`src/hw/fskph_defines.vh`:
```
// fskph_defines.vh: constants for the fsk packet handler
// assumes inclusion by bare name from the design file
`ifndef FSKPH_DEFINES_VH
`define FSKPH_DEFINES_VH
`define FSKPH_FIFO_DEPTH 64
`define FSKPH_LEN_NO_CHECK 11'h7FF
`define FSKPH_CCITT_SEED 16'h1D0F
`define FSKPH_IBM_SEED 16'hFFFF
`define FSKPH_CCITT_POLY 16'h1021
`define FSKPH_IBM_POLY 16'h8005
`define FSKPH_WHITE_SEED 9'h1FF
`define FSKPH_AF_NODE 2'h1
`define FSKPH_AF_BOTH 2'h2
`define FSKPH_DC_MAN 2'h1
`define FSKPH_DC_WHITE 2'h2
`define FSKPH_PREAMBLE_BYTE 8'hAA
`endif

```
`src/hw/fskph_top.v`:
```
// fskph_top.v: fsk packet framer, 64-byte fifo, tx and rx byte engines
// assumes byte-wide modem strobes on i_clock; host fifo strobes are synchronous
`timescale 1ns/1ns
`include "fskph_defines.vh"
module fskph_top #(
	parameter DEPTH = `FSKPH_FIFO_DEPTH,
	parameter AW = 6
) (
	input wire i_clock, // core clock
	input wire i_rst, // synchronous reset, high
	input wire i_tx_mode, // chip in transmit
	input wire i_rx_mode, // chip in receive
	input wire i_frame_format_sel, // 1 variable length
	input wire [10:0] i_payload_len_limit, // length / limit
	input wire i_send_start_cond, // 1 start at first byte
	input wire [5:0] i_queue_level_setting, // fifo threshold
	input wire i_sync_enable, // sync word used
	input wire [1:0] i_sync_size, // sync bytes minus one
	input wire [31:0] i_sync_pattern, // sync bytes, first in msb
	input wire [7:0] i_preamble_len, // preamble bytes
	input wire i_crc_enable, // crc on
	input wire i_crc_fail_keep, // keep payload on crc fail
	input wire i_crc_type_sel, // 0 ccitt 1 ibm
	input wire [1:0] i_dc_free_sel, // 01 manchester 10 whitening
	input wire [1:0] i_addr_filter_sel, // address filter
	input wire [7:0] i_node_identifier, // node address
	input wire [7:0] i_bcast_identifier, // broadcast address
	input wire i_fifo_wr, // host write strobe
	input wire [7:0] i_fifo_wdata, // host write byte
	input wire i_fifo_rd, // host read strobe
	output reg [7:0] o_fifo_rdata, // byte read
	output wire o_queue_level_flag, // above threshold
	output wire o_queue_drained_flag, // fifo empty
	output wire o_queue_full_flag, // fifo full
	output reg [7:0] o_mod_byte, // byte to modulator
	output reg o_mod_valid, // byte strobe to modulator
	output reg o_mod_manch, // modulator should manchester this byte
	input wire i_mod_ready, // modulator takes byte
	input wire i_mod_idle, // modulator has sent last bit
	input wire i_dem_valid, // demod byte strobe
	input wire [7:0] i_dem_byte, // demod byte, already manchester decoded
	output reg o_dem_manch, // demod should manchester decode
	output reg o_frame_sent_flag, // packet sent
	output reg o_payload_avail_flag, // payload ready, event pin 0
	output reg o_crc_pass_flag, // crc ok
	output reg o_sync_addr_hit // sync / address match
);
	// fifo storage
	reg [7:0] mem_q [0:DEPTH-1];
	reg [AW-1:0] wp_q, rp_q;
	reg [AW:0] cnt_q;
	reg [10:0] wr_total_q;
	wire full = (cnt_q == DEPTH);
	wire empty = (cnt_q == 0);
	assign o_queue_full_flag = full;
	assign o_queue_drained_flag = empty;
	assign o_queue_level_flag = (cnt_q > {1'b0, i_queue_level_setting});
	wire unlim = !i_frame_format_sel && (i_payload_len_limit == 11'h000);
	wire varlen = i_frame_format_sel;
	wire fixed = !i_frame_format_sel && !unlim;

	// crc step over one byte, msb first
	function [15:0] fskph_crc;
		input [15:0] c;
		input [7:0] b;
		input sel;
		integer k;
		reg [15:0] r;
		begin
			r = c;
			for (k = 7; k >= 0; k = k - 1) begin
				if (r[15] ^ b[k])
					r = {r[14:0], 1'b0} ^ (sel ? `FSKPH_IBM_POLY : `FSKPH_CCITT_POLY);
				else
					r = {r[14:0], 1'b0};
			end
			fskph_crc = r;
		end
	endfunction
	// whitening lfsr advance by eight bits, x9+x5+1
	function [8:0] fskph_lfsr;
		input [8:0] s;
		integer k;
		reg [8:0] r;
		begin
			r = s;
			for (k = 0; k < 8; k = k + 1)
				r = {r[0] ^ r[5], r[8:1]};
			fskph_lfsr = r;
		end
	endfunction
	function [15:0] fskph_seed;
		input sel;
		begin
			fskph_seed = sel ? `FSKPH_IBM_SEED : `FSKPH_CCITT_SEED;
		end
	endfunction

	// engine states
	localparam S_IDLE = 7'h01, S_PRE = 7'h02, S_SYNC = 7'h04, S_DATA = 7'h08;
	localparam S_CRC = 7'h10, S_DONE = 7'h20, S_RXD = 7'h40;
	reg [6:0] st_q;
	reg [10:0] bcnt_q, rlen_q;
	reg [7:0] pcnt_q;
	reg [1:0] scnt_q, ccnt_q;
	reg [15:0] crc_q;
	reg [8:0] wh_q;
	reg [31:0] sh_q;
	reg started_q;
	wire white = (i_dc_free_sel == `FSKPH_DC_WHITE);
	wire manch = (i_dc_free_sel == `FSKPH_DC_MAN);
	wire rx_dc_ok = i_sync_enable || !unlim;
	wire [15:0] crc_out = i_crc_type_sel ? crc_q : ~crc_q;
	wire start_ok = i_send_start_cond ? (wr_total_q != 11'h000)
		: (wr_total_q >= {5'h00, i_queue_level_setting} + 11'h001);
	// sync search looks at the trailing size+1 received bytes, newest in the low byte
	wire [5:0] sync_bits = {1'b0, i_sync_size, 3'h0} + 6'h08;
	wire [31:0] sync_mask = ~(32'hFFFFFFFF << sync_bits);
	wire [31:0] sync_ref = i_sync_pattern >> (6'h20 - sync_bits);
	wire tx_take = (st_q == S_DATA) && i_mod_ready && !empty;
	wire [7:0] rx_b = (white && rx_dc_ok) ? (i_dem_byte ^ wh_q[7:0]) : i_dem_byte;
	reg rx_push, rx_clear;
	// rx byte pushed into fifo
	wire do_push = rx_push && !full;
	wire do_pop = (i_fifo_rd && !empty) || tx_take;

	// fifo pointers and storage; host writes and rx pushes share the write port
	always @(posedge i_clock) begin
		if (i_rst || rx_clear) begin
			wp_q <= {AW{1'b0}};
			rp_q <= {AW{1'b0}};
			cnt_q <= {(AW+1){1'b0}};
		end else begin
			if ((i_fifo_wr && !full && !i_rx_mode) || do_push) begin
				mem_q[wp_q] <= do_push ? rx_b : i_fifo_wdata;
				wp_q <= wp_q + 1'b1;
			end
			if (do_pop)
				rp_q <= rp_q + 1'b1;
			cnt_q <= cnt_q + {{AW{1'b0}}, ((i_fifo_wr && !full && !i_rx_mode) || do_push)}
				- {{AW{1'b0}}, do_pop};
		end
	end
	// host read data and written-byte count, kept across sleep for start
	always @(posedge i_clock) begin
		if (i_rst) begin
			o_fifo_rdata <= 8'h00;
			wr_total_q <= 11'h000;
		end else begin
			if (i_fifo_rd && !empty)
				o_fifo_rdata <= mem_q[rp_q];
			if (st_q == S_DONE)
				wr_total_q <= 11'h000;
			else if (i_fifo_wr && !full && !i_rx_mode && wr_total_q != 11'h7FF)
				wr_total_q <= wr_total_q + 11'h001;
		end
	end

	// rx combinational decisions
	reg rx_drop, rx_last;
	// packet length in force, taking the length byte itself into account
	wire [10:0] rx_len = (varlen && bcnt_q == 11'h000) ? {3'h0, rx_b} + 11'h001 : rlen_q;
	always @* begin
		rx_push = 1'b0;
		rx_drop = 1'b0;
		rx_last = 1'b0;
		if (st_q == S_RXD && i_dem_valid) begin
			if (varlen && bcnt_q == 11'h000 && i_payload_len_limit != `FSKPH_LEN_NO_CHECK
				&& {3'h0, rx_b} > i_payload_len_limit)
				rx_drop = 1'b1;
			else if (rx_dc_ok && i_addr_filter_sel != 2'h0
				&& bcnt_q == (varlen ? 11'h001 : 11'h000)
				&& !(rx_b == i_node_identifier
				|| (i_addr_filter_sel == `FSKPH_AF_BOTH && rx_b == i_bcast_identifier)))
				rx_drop = 1'b1;
			else if (rlen_q != 11'h000 && bcnt_q >= rlen_q)
				rx_last = (ccnt_q == 2'h1); // crc byte phase
			else begin
				rx_push = 1'b1;
				// without crc the final payload byte ends the packet
				rx_last = !i_crc_enable && !unlim && (bcnt_q + 11'h001 >= rx_len);
			end
		end
	end
	wire rx_crc_bad = (crc_q != {sh_q[7:0], rx_b} && i_crc_enable); // stored crc vs received
	always @* begin
		rx_clear = 1'b0;
		if (st_q == S_RXD && i_dem_valid && rx_last && rx_crc_bad && !i_crc_fail_keep)
			rx_clear = 1'b1;
	end

	// main sequencer for both directions
	always @(posedge i_clock) begin
		if (i_rst) begin
			st_q <= S_IDLE;
			bcnt_q <= 11'h000;
			rlen_q <= 11'h000;
			pcnt_q <= 8'h00;
			scnt_q <= 2'h0;
			ccnt_q <= 2'h0;
			crc_q <= 16'h0000;
			wh_q <= `FSKPH_WHITE_SEED;
			sh_q <= 32'h00000000;
			started_q <= 1'b0;
			o_mod_byte <= 8'h00;
			o_mod_valid <= 1'b0;
			o_mod_manch <= 1'b0;
			o_dem_manch <= 1'b0;
			o_frame_sent_flag <= 1'b0;
			o_payload_avail_flag <= 1'b0;
			o_crc_pass_flag <= 1'b0;
			o_sync_addr_hit <= 1'b0;
		end else begin
			o_mod_valid <= 1'b0;
			o_dem_manch <= 1'b0;
			case (st_q)
			S_IDLE: begin
				crc_q <= fskph_seed(i_crc_type_sel);
				wh_q <= `FSKPH_WHITE_SEED;
				bcnt_q <= 11'h000;
				ccnt_q <= 2'h0;
				scnt_q <= 2'h0;
				if (i_tx_mode) begin
					o_frame_sent_flag <= 1'b0;
					pcnt_q <= 8'h00;
					st_q <= S_PRE;
				end else if (i_rx_mode) begin
					// flags stand until the next packet is found
					sh_q <= 32'h00000000;
					rlen_q <= i_payload_len_limit;
					st_q <= S_SYNC;
				end
			end
			S_PRE: begin
				if (!i_tx_mode)
					st_q <= S_IDLE;
				else if (i_mod_ready) begin
					o_mod_valid <= 1'b1;
					o_mod_manch <= 1'b0;
					// idle filler is preamble, or constant zero without preamble
					o_mod_byte <= (i_preamble_len == 8'h00) ? 8'h00 : `FSKPH_PREAMBLE_BYTE;
					if (pcnt_q != 8'hFF)
						pcnt_q <= pcnt_q + 8'h01;
					if (started_q || start_ok)
						started_q <= 1'b1;
					if ((started_q || start_ok) && pcnt_q + 8'h01 >= i_preamble_len) begin
						st_q <= i_sync_enable ? S_SYNC : S_DATA;
						rlen_q <= i_payload_len_limit;
					end
				end
			end
			S_SYNC: begin
				if (i_tx_mode) begin
					if (i_mod_ready) begin
						o_mod_valid <= 1'b1;
						o_mod_byte <= i_sync_pattern[31 - {scnt_q, 3'h0} -: 8];
						scnt_q <= scnt_q + 2'h1;
						if (scnt_q == i_sync_size)
							st_q <= S_DATA;
					end
				end else if (!i_rx_mode)
					st_q <= S_IDLE;
				else if (!i_sync_enable) begin
					o_payload_avail_flag <= 1'b0;
					o_crc_pass_flag <= 1'b0;
					st_q <= S_RXD;
				end else if (i_dem_valid) begin
					sh_q <= {sh_q[23:0], i_dem_byte};
					if (({sh_q[23:0], i_dem_byte} & sync_mask) == sync_ref) begin
						o_sync_addr_hit <= 1'b1;
						o_payload_avail_flag <= 1'b0;
						o_crc_pass_flag <= 1'b0;
						st_q <= S_RXD;
					end
				end
			end
			S_DATA: begin
				if (!i_tx_mode)
					st_q <= S_IDLE;
				else if (tx_take) begin
					o_mod_valid <= 1'b1;
					o_mod_manch <= manch;
					o_mod_byte <= white ? (mem_q[rp_q] ^ wh_q[7:0]) : mem_q[rp_q];
					wh_q <= fskph_lfsr(wh_q);
					crc_q <= fskph_crc(crc_q, mem_q[rp_q], i_crc_type_sel);
					bcnt_q <= bcnt_q + 11'h001;
					if (varlen && bcnt_q == 11'h000)
						rlen_q <= {3'h0, mem_q[rp_q]} + 11'h001;
					else if (!unlim && bcnt_q + 11'h001 >= rlen_q)
						st_q <= i_crc_enable ? S_CRC : S_DONE;
				end else if (unlim && empty && started_q && i_crc_enable)
					st_q <= S_CRC;
				else if (unlim && empty && started_q)
					st_q <= S_DONE;
			end
			S_CRC: begin
				if (i_mod_ready) begin
					o_mod_valid <= 1'b1;
					o_mod_manch <= manch;
					o_mod_byte <= (ccnt_q == 2'h0 ? crc_out[15:8] : crc_out[7:0])
						^ (white ? wh_q[7:0] : 8'h00);
					wh_q <= fskph_lfsr(wh_q);
					ccnt_q <= ccnt_q + 2'h1;
					if (ccnt_q == 2'h1)
						st_q <= S_DONE;
				end
			end
			S_DONE: begin
				started_q <= 1'b0;
				if (!i_rx_mode && i_mod_idle && !o_mod_valid) begin
					o_frame_sent_flag <= 1'b1;
					st_q <= S_IDLE;
				end
			end
			S_RXD: begin
				o_dem_manch <= manch && rx_dc_ok;
				if (!i_rx_mode)
					st_q <= S_IDLE;
				else if (rx_drop) begin
					o_sync_addr_hit <= 1'b0;
					st_q <= S_IDLE;
				end else if (i_dem_valid) begin
					bcnt_q <= bcnt_q + 11'h001;
					wh_q <= fskph_lfsr(wh_q);
					sh_q <= {sh_q[23:0], rx_b};
					if (rx_push) begin
						crc_q <= fskph_crc(crc_q, rx_b, i_crc_type_sel);
						if (varlen && bcnt_q == 11'h000)
							rlen_q <= {3'h0, rx_b} + 11'h001;
					end else begin
						ccnt_q <= ccnt_q + 2'h1;
						if (ccnt_q == 2'h0)
							crc_q <= crc_out;
					end
					if (rx_last && !unlim) begin
						o_crc_pass_flag <= i_crc_enable && !rx_crc_bad;
						o_payload_avail_flag <= !rx_crc_bad || i_crc_fail_keep;
						st_q <= S_DONE;
					end
				end
			end
			default: st_q <= S_IDLE;
			endcase
			if (st_q == S_DONE && i_rx_mode) // rx end needs no modulator drain
				st_q <= S_IDLE;
		end
	end
endmodule

```
`config.mk`:
```
export PLATFORM = sky130hd
export DESIGN_NAME = fskph_top
export DESIGN_NICKNAME = d
export VERILOG_FILES = /design/src/hw/fskph_top.v
export VERILOG_INCLUDE_DIRS = /design/src /design/src/hw
export SDC_FILE = /design/constraint.sdc
export NUM_CORES = 1
export LEC_CHECK = 0
export BUFFER_PORTS_ARGS = -buffer_cell sky130_fd_sc_hd__buf_2
export CAP_MARGIN = 20
export CORE_UTILIZATION = 55
export DETAILED_ROUTE_END_ITERATION = 7
export GPL_TIMING_DRIVEN = 0
export PLACE_DENSITY = 0.8
export SYNTH_ARGS = -nofsm -noshare
export SYNTH_HDL_FRONTEND = slang
export SYNTH_SLANG_ARGS = --single-unit
```
`constraint.sdc`:
```
create_clock -name i_clock -period 13.75 [get_ports i_clock]
set_input_delay 2.0625 -clock i_clock [delete_from_list [all_inputs] [get_ports i_clock]]
set_output_delay 2.0625 -clock i_clock [all_outputs]
set_load 0.02 [all_outputs]
```
After elaboration in Yosys (flattened, before gate mapping)
Memories as Yosys holds them, arrays and structs flattened. A register that Yosys moved wholly into a read port is not among the register bits.
Cells that the tools add are included.
{"block": "totals", "register_bits": 144, "latchBits": 0, "ramBits": 512, "mem_bits_ro": 0, "in_bits": 110, "output_inout_bits": 26, "elab_cells": 500, "n_memories": 1}
{"block": "classes", "addsub": 15, "mul": 0, "n_div": 0, "magnitude_cmp": 7, "n_eq_ne": 64, "shifts": 3, "n_mux": 250, "bitwise_logic": 46, "n_reduce_logical": 91}
{"memory": "mem_q", "words": 64, "word_bits": 8, "rd": 1, "rd_clocked_by_memory_dff": 1, "wr": 1, "line": "fskph_top.v:49", "text": "reg [7:0] mem_q [0:DEPTH-1];"}
{"operator": "two-way mux 16 bit", "n": 96}
{"operator": "bitwise XOR 16 bit", "n": 15}
{"operator": "two-way mux 24 bit", "n": 9}
{"operator": "two-way mux 11 bit", "n": 18}
{"operator": "two-way mux 7 bit", "n": 25}
{"operator": "two-way mux 8 bit", "n": 17}
{"operator": "one-hot mux 24 bit (3 select lines)", "n": 1}
{"operator": "two-way mux 9 bit", "n": 6}
{"operator": "inequality test 2 bit, second input constant", "n": 26}
{"operator": "two-way mux 1 bit", "n": 51}
{"operator": "one-hot mux 7 bit (7 select lines)", "n": 1}
{"operator": "one-hot mux 16 bit (3 select lines)", "n": 1}
{"operator": "one-hot mux 11 bit (4 select lines)", "n": 1}
{"operator": "indexed part select 39 x 33 -> 8 bit", "n": 1}
{"operator": "one-hot mux 9 bit (4 select lines)", "n": 1}
{"operator": "logical AND 1 bit", "n": 35}
{"operator": ">= comparator 11 bit", "n": 3}
{"operator": "one-hot mux 11 bit (3 select lines)", "n": 1}
{"operator": "AND 32 bit", "n": 1}
{"operator": "== test 32 bit", "n": 1}
{"operator": "NOT 32 bit", "n": 1}
{"operator": "one-hot mux 8 bit (4 select lines)", "n": 1}
{"operator": "<< shifter 32 x 6 -> 32 bit, first input constant", "n": 1}
{"operator": "right shift 32 x 6 -> 32 bit", "n": 1}
{"operator": "other kinds (70)", "n": 162}

Longest topological paths before layout
Gate-level depths: netlist (run 1).
{"block": "logic_depth", "ltp_word": 75, "ltp_mapped": 29, "depth_no_buf": 27}

Worst setup path after synthesis (run 1)
Ideal clock, no wire load.
{"block": "synth_path", "path_kind": "input port to flip-flop", "startpoint": "in i_payload_len_limit[1]", "endpoint": "mem mem_q[0][0] (data pin)", "setup_ns": 0.702, "arrival_ns": 7.940, "required_ns": 13.048, "path_slack_ns": 5.109, "path_stages": 18, "path_buffers": 3, "cell_sequence": "nor4_2 and4_4 buf_6 a21oi_1 xnor2_1 clkbuf_1 ha_1 nor2b_1 o21a_1 o21a_1 o21ai_0 a21oi_1 o21ai_0 a211oi_2 nor4_4 nand2_1 clkbuf_1 o21ai_0"}
{"block": "synth_between", "elab_chain_len": 16, "word_cells_on_any_way": 23, "cone_classes": "order compare (1); eq/ne (3); mux (5); reduce/logical (14)"}
{"element": "start, declared", "line": "fskph_top.v:14", "text": "input wire [10:0] i_payload_len_limit,"}
{"element": "branches (longest 15 deep; another with > comparator 8 x 11 -> 1 bit)"}
{"element": "two-way mux 8 bit (*)", "line": "fskph_top.v:135", "text": "mem_q[wp_q] <= do_push ? rx_b : i_fifo_wdata;"}
{"element": "end, declared", "line": "fskph_top.v:49"}
Every way passes the cells marked *.

Final worst setup path (run 1)
{"block": "layout_path", "startpoint": "in i_payload_len_limit[8]", "endpoint": "mem mem_q[38][4] (enable)"}
{"block": "layout_between", "elab_chain_len": 21, "word_cells_on_any_way": 42, "cone_classes": "add/sub (1); order compare (2); eq/ne (4); mux (13); reduce/logical (22)"}
{"element": "logical NOT 11 bit", "line": "fskph_top.v:58", "text": "wire unlim = !i_frame_format_sel && (i_payload_len_limit == 11'h000);"}
{"element": "logical AND 1 bit", "line": "fskph_top.v:58"}
{"element": "logical NOT 1 bit", "line": "fskph_top.v:112, fskph_top.v:181"}
{"element": "logical OR 1 bit", "line": "fskph_top.v:112", "text": "wire rx_dc_ok = i_sync_enable || !unlim;"}
{"element": "logical AND 1 bit", "line": "fskph_top.v:121", "text": "wire [7:0] rx_b = (white && rx_dc_ok) ? (i_dem_byte ^ wh_q[7:0]) : i_dem_byte;"}
{"element": "two-way mux 8 bit", "line": "fskph_top.v:121"}
{"element": "adder 8 x 1 -> 9 bit or == test 8 bit (tied branches)", "line": "fskph_top.v:162, fskph_top.v:174"}
{"element": "two-way mux 11 bit or logical AND 1 bit (tied branches)"}
{"element": "[3 not listed]"}
{"element": "two-way mux 1 bit", "line": "fskph_top.v:171", "text": "else if (rx_dc_ok && i_addr_filter_sel != 2'h0"}
{"element": "two-way mux 1 bit", "line": "fskph_top.v:168", "text": "if (varlen && bcnt_q == 11'h000 && i_payload_len_limit != `FSKPH_LEN_NO_CHECK"}
{"element": "two-way mux 1 bit", "line": "fskph_top.v:167", "text": "if (st_q == S_RXD && i_dem_valid) begin"}
{"element": "logical AND 1 bit (3 in series)", "line": "fskph_top.v:188", "text": "if (st_q == S_RXD && i_dem_valid && rx_last && rx_crc_bad && !i_crc_fail_keep)"}
{"element": "two-way mux 1 bit", "line": "fskph_top.v:188"}
{"element": "logical OR 1 bit", "line": "fskph_top.v:129", "text": "if (i_rst || rx_clear) begin"}
{"element": "two-way mux 1 bit (*)", "line": "fskph_top.v:129"}
{"element": "two-way mux 1 bit (*)", "line": "fskph_top.v:135"}
Mark *: on every way between the ends. The rest lies on a longest branch, timed or not.

==> reports/qor.txt, run 1 <==
status: finished, final reports clean
die height: 250 um
internal power: 4.07 mW
Placed Instance Area: 35900 um^2
net count after synthesis: 2842
Chip Width: 250 um
CTS Buf Count: 70
Final Critical Period: 8700 ps
slew of the pin with the lowest slew margin: 1150 ps
Clock Pin Slew Worst Setup and Hold Paths: 60 ps
Most common cell on crit path: a21oi_1
power density over the cells: 158 nW/um^2
htree depth: 3
Slew HR: 22.7%
hold buffer count at CTS: 0
Routability Congestion: 1.00
Synth Flop Type: edfxtp_1
Clock Path Buffers: 3
critical path's slowest cell: nor2_1
via count: 24.9k
GRT Resource Usage Total: 35.0%
WP buf/inv: 5
CTS resizes: 0
CTS sink cnt: 662
Seq/Total Area, Yosys: 54.3%
post-synthesis cell area: 33900 um^2
sw frac: 32.7%
Post-synth EDFFs: 512
WP depth: 23
Root Buffer: clkbuf_16
core area: 60600 um^2
Yosys warnings: 0
CTS tree: yes
RSZ-0062 raised after global routing: false
synthesized flop and latch total: 662
Slew Limit Fails: 0
input/output buffers: 127
Routed Antenna Nets: 0
Yosys cell types: 110
post-synth top area cell: edfxtp_1
Clk pwr share: 31.8%
pin count of the biggest net entering global routing: 52
Finished Cell Area: 38200 um^2
FP Rows: 90
Hold Crit Class: reg2reg
Critical Path AT: 8940 ps
CP Capture Type: flip-flop
Leakage: 13.4 nW
Syn Inst Count: 2647
starting density of the core: 55.9%
clk_skew: 40.1 ps
vias in the first global route: 24.5k
First-pass DRT Iterations: 8
kind of critical path: in2reg
number of I/O pins: 136
Final setup viols: 0
vias per inst: 6.70
ant diodes: 0
final setup TNS: 0 ps
worst skew pair latency: 640 ps
placed instance count: 3580
maximum VDD drop: 0.000136 V
count leader, synth: edfxtp_1
Reg power frac: 37.3%
largest stage delay on the critical path: 900 ps
setup bufs post-CTS: 0
top post-synthesis cells by area: edfxtp_1 (45%), mux4_2 (9.4%), dfxtp_1 (8.9%)
CP startpoint kind: primary input
Hold Path Cell Cnt: 2
Critical Path RT: 13990 ps
DP Wirelength: 77200 um
syn avg cell area: 12.8 um^2
post-layout net count: 3068
Comb power frac: 30.9%
die area: 62600 um^2
f_max: 0.115 GHz
Crit path max-delay family: simple AND/OR/NAND/NOR gates
P&R area growth vs syn: 13.0%
Fin. Hold Viols: 0
synth cell count leaders: edfxtp_1 (512), nor2_1 (256), nand2_1 (165)
first-pass GRT wire length: 160000 um
DRT Wirelength: 110000 um
critical path peak fanout: 10
WL per Instance: 29.6 um
initial DRC count: 3087
worst hold margin: 452 ps
Synth top area share: 45.4%
Critical Path, Cell by Cell: buf_2 -> nor3_1 -> and4_4 -> buf_6 -> a21oi_1 -> xnor2_1 -> clkbuf_1 -> or4_1 -> nor3_1 -> xnor2_1 -> nor2_1 -> a21oi_1 -> ha_1 -> and4_1 -> a41oi_1 -> a21oi_1 -> o21ai_0 -> nand2_1 -> a31o_2 -> clkbuf_1 -> or4_1 -> buf_2 -> nor2_1
layout cell share with drive strength beyond 1: 18.4%
# DRC: 0
period utilisation layout: 63.3%
fin cells: 3710
maxcap violations: 0
initial antenna violation count: 1
ys async rst share: 0%
switching power of the nets: 1.98 mW
cells on worst reg2reg path: 20
gr ovfl total: 0
## cells by family after synthesis
logic type | after synthesis | share of synthesized area, %
and+or+nand+nor | 760 | 11.2
xor gates and xnor gates | 206 | 6.23
muxes | 217 | 12.2
DFF | 662 | 54.3
AOI/OAI and AO/OA | 475 | 9.47
adders and majority gates | 85 | 3.16
buffers and inverters | 242 | 3.46
## worst min-delay path, delay by kind of cell, from the launching register on
family,cells,cell delay [ps]
compound gates,1,50
simple gates,1,50
flops,1,310
## cell type report
| class | count | area, um^2 |
|---|---|---|
| Fill cell | 4511 | 22300 |
| Sequential cell | 662 | 18400 |
| Timing Repair Buffer | 154 | 955 |
| Clock buffer | 92 | 1890 |
| Buffer | 168 | 893 |
| Inverter | 74 | 279 |
| Multi-Input combinational cell | 1743 | 14500 |
| Tap cell | 782 | 978 |
| Clock inverter | 35 | 422 |
## path summary, 6_finish.rpt
| kind | startpoint | end | slack [ps] |
|---|---|---|---|
| worst max-delay path | i_payload_len_limit[8] | mem_q[38][4] | 5050 |
| worst min-delay path | o_crc_pass_flag | o_crc_pass_flag | 450 |
| worst max register to register | wh_q[0] | mem_q[38][4] | 6850 |
| worst min register to register | o_crc_pass_flag | o_crc_pass_flag | 450 |
## cell usage in the layout (no fill, tap or decap), types with 21 or more instances in the layout
cell type and n:
a211oi_1 29, a21oi_1 133, a22oi_1 36, and3_1 32, buf_2 146, buf_4 30, clkbuf_1 114, clkbuf_16 71
dfxtp_1 150, edfxtp_1 512, ha_1 84, inv_1 71, mux2i_1 57, mux4_2 142, nand2_1 165, nand3_1 51
nand3b_1 23, nand4_1 21, nor2_1 256, nor2b_1 22, nor3_1 44, nor4_1 21, o21ai_0 83, or3_1 21
xnor2_1 96, xor2_1 83
## sequential cells by signal, indices dropped and copies added (netlist names), 2 cells and up, named ones only
name	flops
mem_q	512
st_q	7
cnt_q	7
rp_q	6
rlen_q	11
sh_q	24
bcnt_q	11
wp_q	6
o_fifo_rdata	8
o_mod_byte	8
scnt_q	2
wr_total_q	11
crc_q	16
pcnt_q	8
wh_q	9
ccnt_q	2
## power groups by stage
stage               Sequential, mW  Combinational (mW)  Clock, mW
CTS                           2.25                1.83       1.93
detailed placement            2.30                1.82          0
global route                  2.26                1.98       2.00
finish                        2.26                1.87       1.92
global placement              2.30                1.77          0
floorplan                     2.29                1.31          0
## through the flow
stage,power (mW),util (%),setup slack [ps]
2_1_floorplan,3.60,-,5110
3_3_place_gp,4.07,58.6,831
3_5_place_dp,4.12,59.3,4610
4_1_cts,6.02,63.1,5210
5_1_grt,6.23,63.1,4950
6_report,6.05,63.1,5050
## per-layer routing
metal / up-vias / wire length, um / share of wire [%] / global-route usage (%)
met5: - / 0 / 0 / 0
met4: 0 / 5820 / 5.3 / 16.9
met3: 370 / 11100 / 10 / 6.49
met2: 1803 / 52300 / 48 / 57.4
met1: 12200 / 40500 / 37 / 45.0
li1: 10500 / - / - / -
Power figures use the tool's default switching activity.
==> run 2, diff against run 1 <==
--- a/config.mk
+++ b/config.mk
@@ -11,7 +11,7 @@
 export CORE_UTILIZATION = 55
 export DETAILED_ROUTE_END_ITERATION = 7
 export GPL_TIMING_DRIVEN = 0
-export PLACE_DENSITY = 0.8
+export PLACE_DENSITY = 0.83
 export SYNTH_ARGS = -nofsm -noshare
 export SYNTH_HDL_FRONTEND = slang
 export SYNTH_SLANG_ARGS = --single-unit
==> constraint.sdc (replaced) <==
create_clock -name i_clock -period 7.9 [get_ports i_clock]
set_input_delay 1.185 -clock i_clock [delete_from_list [all_inputs] [get_ports i_clock]]
set_output_delay 1.185 -clock i_clock [all_outputs]
set_load 0.02 [all_outputs]
==> run 2 against run 1 <==
  * The run now ends with design-rule violations left
  * Sequential power rose by 74%
  * Register-to-register slack worse by 5800 ps
  * Die area is the same
  * Sequential cell count unchanged
  * Largest power group unchanged
  * Highest routed layer is now met5
==> reports/qor.txt, run 2 (synthesized netlist as in run 1, its figures left out) <==
CTS tree: yes
Critical Path RT: 8240 ps (-5750 ps)
# DRC: 11 (+11)
RSZ-0062 raised after global routing: true
Final setup viols: 0 (unchanged)
die area: 62600 um^2 (unchanged)
input/output buffers: 127 (unchanged)
hold buffer count at CTS: 0 (unchanged)
via count: 25.0k (+0.61%)
Final Critical Period: 7770 ps
worst skew pair latency: 650 ps (about the same)
CTS Buf Count: 68 (-2.9%)
kind of critical path: in2reg
f_max: 0.129 GHz
vias per inst: 6.76 (+0.80%)
Most common cell on crit path: a21oi_1
Leakage: 13.3 nW (-0.13%)
clk_skew: 53.9 ps (+13.8 ps)
commonest non-fill, non-tap cell in the layout: edfxtp_1
Tot Pwr: 10.5 mW (+74%)
post-layout net count: 3066 (-0.065%)
Root Buffer: clkbuf_16
initial antenna violation count: 5 (+4)
DRT Wirelength: 111000 um (+0.73%)
core area: 60600 um^2 (unchanged)
starting density of the core: 55.9% (unchanged)
Routability Congestion: 1.01 (+0.72%)
layout cell share with drive strength beyond 1: 18.6% (+0.15 points)
Critical Path, Cell by Cell: buf_2 -> nor3_1 -> and4_4 -> buf_6 -> a21oi_1 -> xnor2_1 -> clkbuf_1 -> or4_1 -> nor3_1 -> xnor2_1 -> nor2_1 -> a21oi_1 -> ha_1 -> and4_1 -> a41oi_1 -> a21oi_1 -> o21ai_0 -> nand2_1 -> a31o_2 -> clkbuf_1 -> or3_1 -> buf_2 -> nor4_2 -> buf_4
commonest cells after routing, fill and taps aside: edfxtp_1 (512), nor2_1 (253), nand2_1 (165)
GRT Resource Usage Total: 35.3% (+0.32 points)
Chip Width: 250 um (unchanged)
Hold Crit Class: reg2reg
gr ovfl total: 0 (unchanged)
CTS sink cnt: 662 (unchanged)
DP Wirelength: 77300 um (+0.13%)
WP buf/inv: 6 (+1)
die height: 250 um (unchanged)
Slew Limit Fails: 0 (unchanged)
final worst slack: 130 ps (-4920 ps)
max reg flops: 512 (unchanged)
post-layout util: 63.1% (about the same)
DP Worst Slack: -418 ps (-5020 ps)
power density over the cells: 275 nW/um^2 (+74%)
first-pass GRT wire length: 161000 um (+0.86%)
maxcap violations: 0 (unchanged)
WL per Instance: 29.9 um (+0.92%)
Critical Path AT: 8110 ps (-830 ps)
Clock Pin Slew Worst Setup and Hold Paths: 60 ps (about the same)
top flop regs: mem_q: 512 flops, sh_q: 24 flops, crc_q: 16 flops
critical path peak fanout: 10 (unchanged)
htree depth: 3 (unchanged)
CP Capture Type: flip-flop
maximum VDD drop: 0.000210 V (+54%)
slew of the pin with the lowest slew margin: 1210 ps (+50.5 ps)
Crit path max-delay family: simple AND/OR/NAND/NOR gates
Clock Path Buffers: 3 (unchanged)
P&R area growth vs syn: 13.0% (about the same)
critical path's slowest cell: nor4_2
failing checks: design-rule violations
FP Rows: 90 (unchanged)
First-pass DRT Iterations: 8 (unchanged)
CP startpoint kind: primary input
filler cell count: 4455 (-1.2%)
Fin. Hold Viols: 0 (unchanged)
period utilisation layout: 98.4%
vias in the first global route: 24.7k (+1.1%)
Slew HR: 19.3% (-3.4 points)
initial DRC count: 3190 (+3.3%)
Largest Register: mem_q
pin count of the biggest net entering global routing: 51 (-1.9%)
number of I/O pins: 136 (unchanged)
Routed Antenna Nets: 0 (unchanged)
largest stage delay on the critical path: 750 ps (-150 ps)
worst hold margin: 457 ps (+5.21 ps)
status: finished, violations left
==> run 2: timing repair <==
item	4_1_cts	5_1_grt
setup buffers	0	0
endpoints found under the setup margin	0	38
gates resized for setup	0	4
==> run 2: path summary, 6_finish.rpt <==
check | depth (start not counted) | slack [ps] | endpoint | from
max | 24 | 130 | mem_q[48][2] | i_payload_len_limit[8]
min | 2 | 460 | o_payload_avail_flag | o_payload_avail_flag
max reg2reg | 21 | 1030 | mem_q[48][2] | wh_q[0]
min reg2reg | 2 | 460 | o_payload_avail_flag | o_payload_avail_flag
==> run 2: area by class of cell <==
cell class | count | area [um^2] | share of cell area [%]
diodes | 1 | 2.50 | 0.00654
plain buffers | 168 | 893 | 2.34
clock inverters | 36 | 490 | 1.28
repair buffers | 154 | 967 | 2.53
inverters | 74 | 279 | 0.729
multi-input cells | 1743 | 14500 | 37.8
well taps | 782 | 978 | 2.56
flip-flops and latches | 662 | 18400 | 48.0
clock buffers | 83 | 1790 | 4.68
==> run 2: metrics by stage <==
step	TNS, ps	std cells	instance area, um^2
2_1_floorplan	0	2647	33900
3_3_place_gp	-1891080	3556	35500
3_5_place_dp	-27460	3580	35900
4_1_cts	0	3699	38200
5_1_grt	-94.8	3702	38200
6_report	0	3703	38300
==> run 2: per-layer routing <==
metal | wire [um] | global-route usage [%] | part of all wire [%] | vias to the layer above
met5 | 45 | 0 | 0.041 | -
met4 | 7020 | 20.1 | 6.4 | 6
met3 | 10700 | 6.79 | 9.7 | 423
met2 | 52500 | 57.9 | 48 | 1812
met1 | 40300 | 44.0 | 36 | 12200
li1 | - | - | - | 10500
==> run 2: where the power goes <==
part | internal [mW] | switching, mW | total (mW)
Combinational | 1.34 | 1.92 | 3.27
Sequential | 3.84 | 0.0822 | 3.93
Clock | 1.90 | 1.43 | 3.33
==> run 2: worst reg2reg max path: cells and delay by family, from the launching register on <==
family | cells | cell delay [ps]
AO/OA/AOI/OAI | 6 | 1570
adder cells (fa/ha/maj) | 1 | 290
XOR/XNOR | 2 | 330
flip-flops | 1 | 450
buffers and inverters | 4 | 1270
AND/OR/NAND/NOR | 8 | 2650
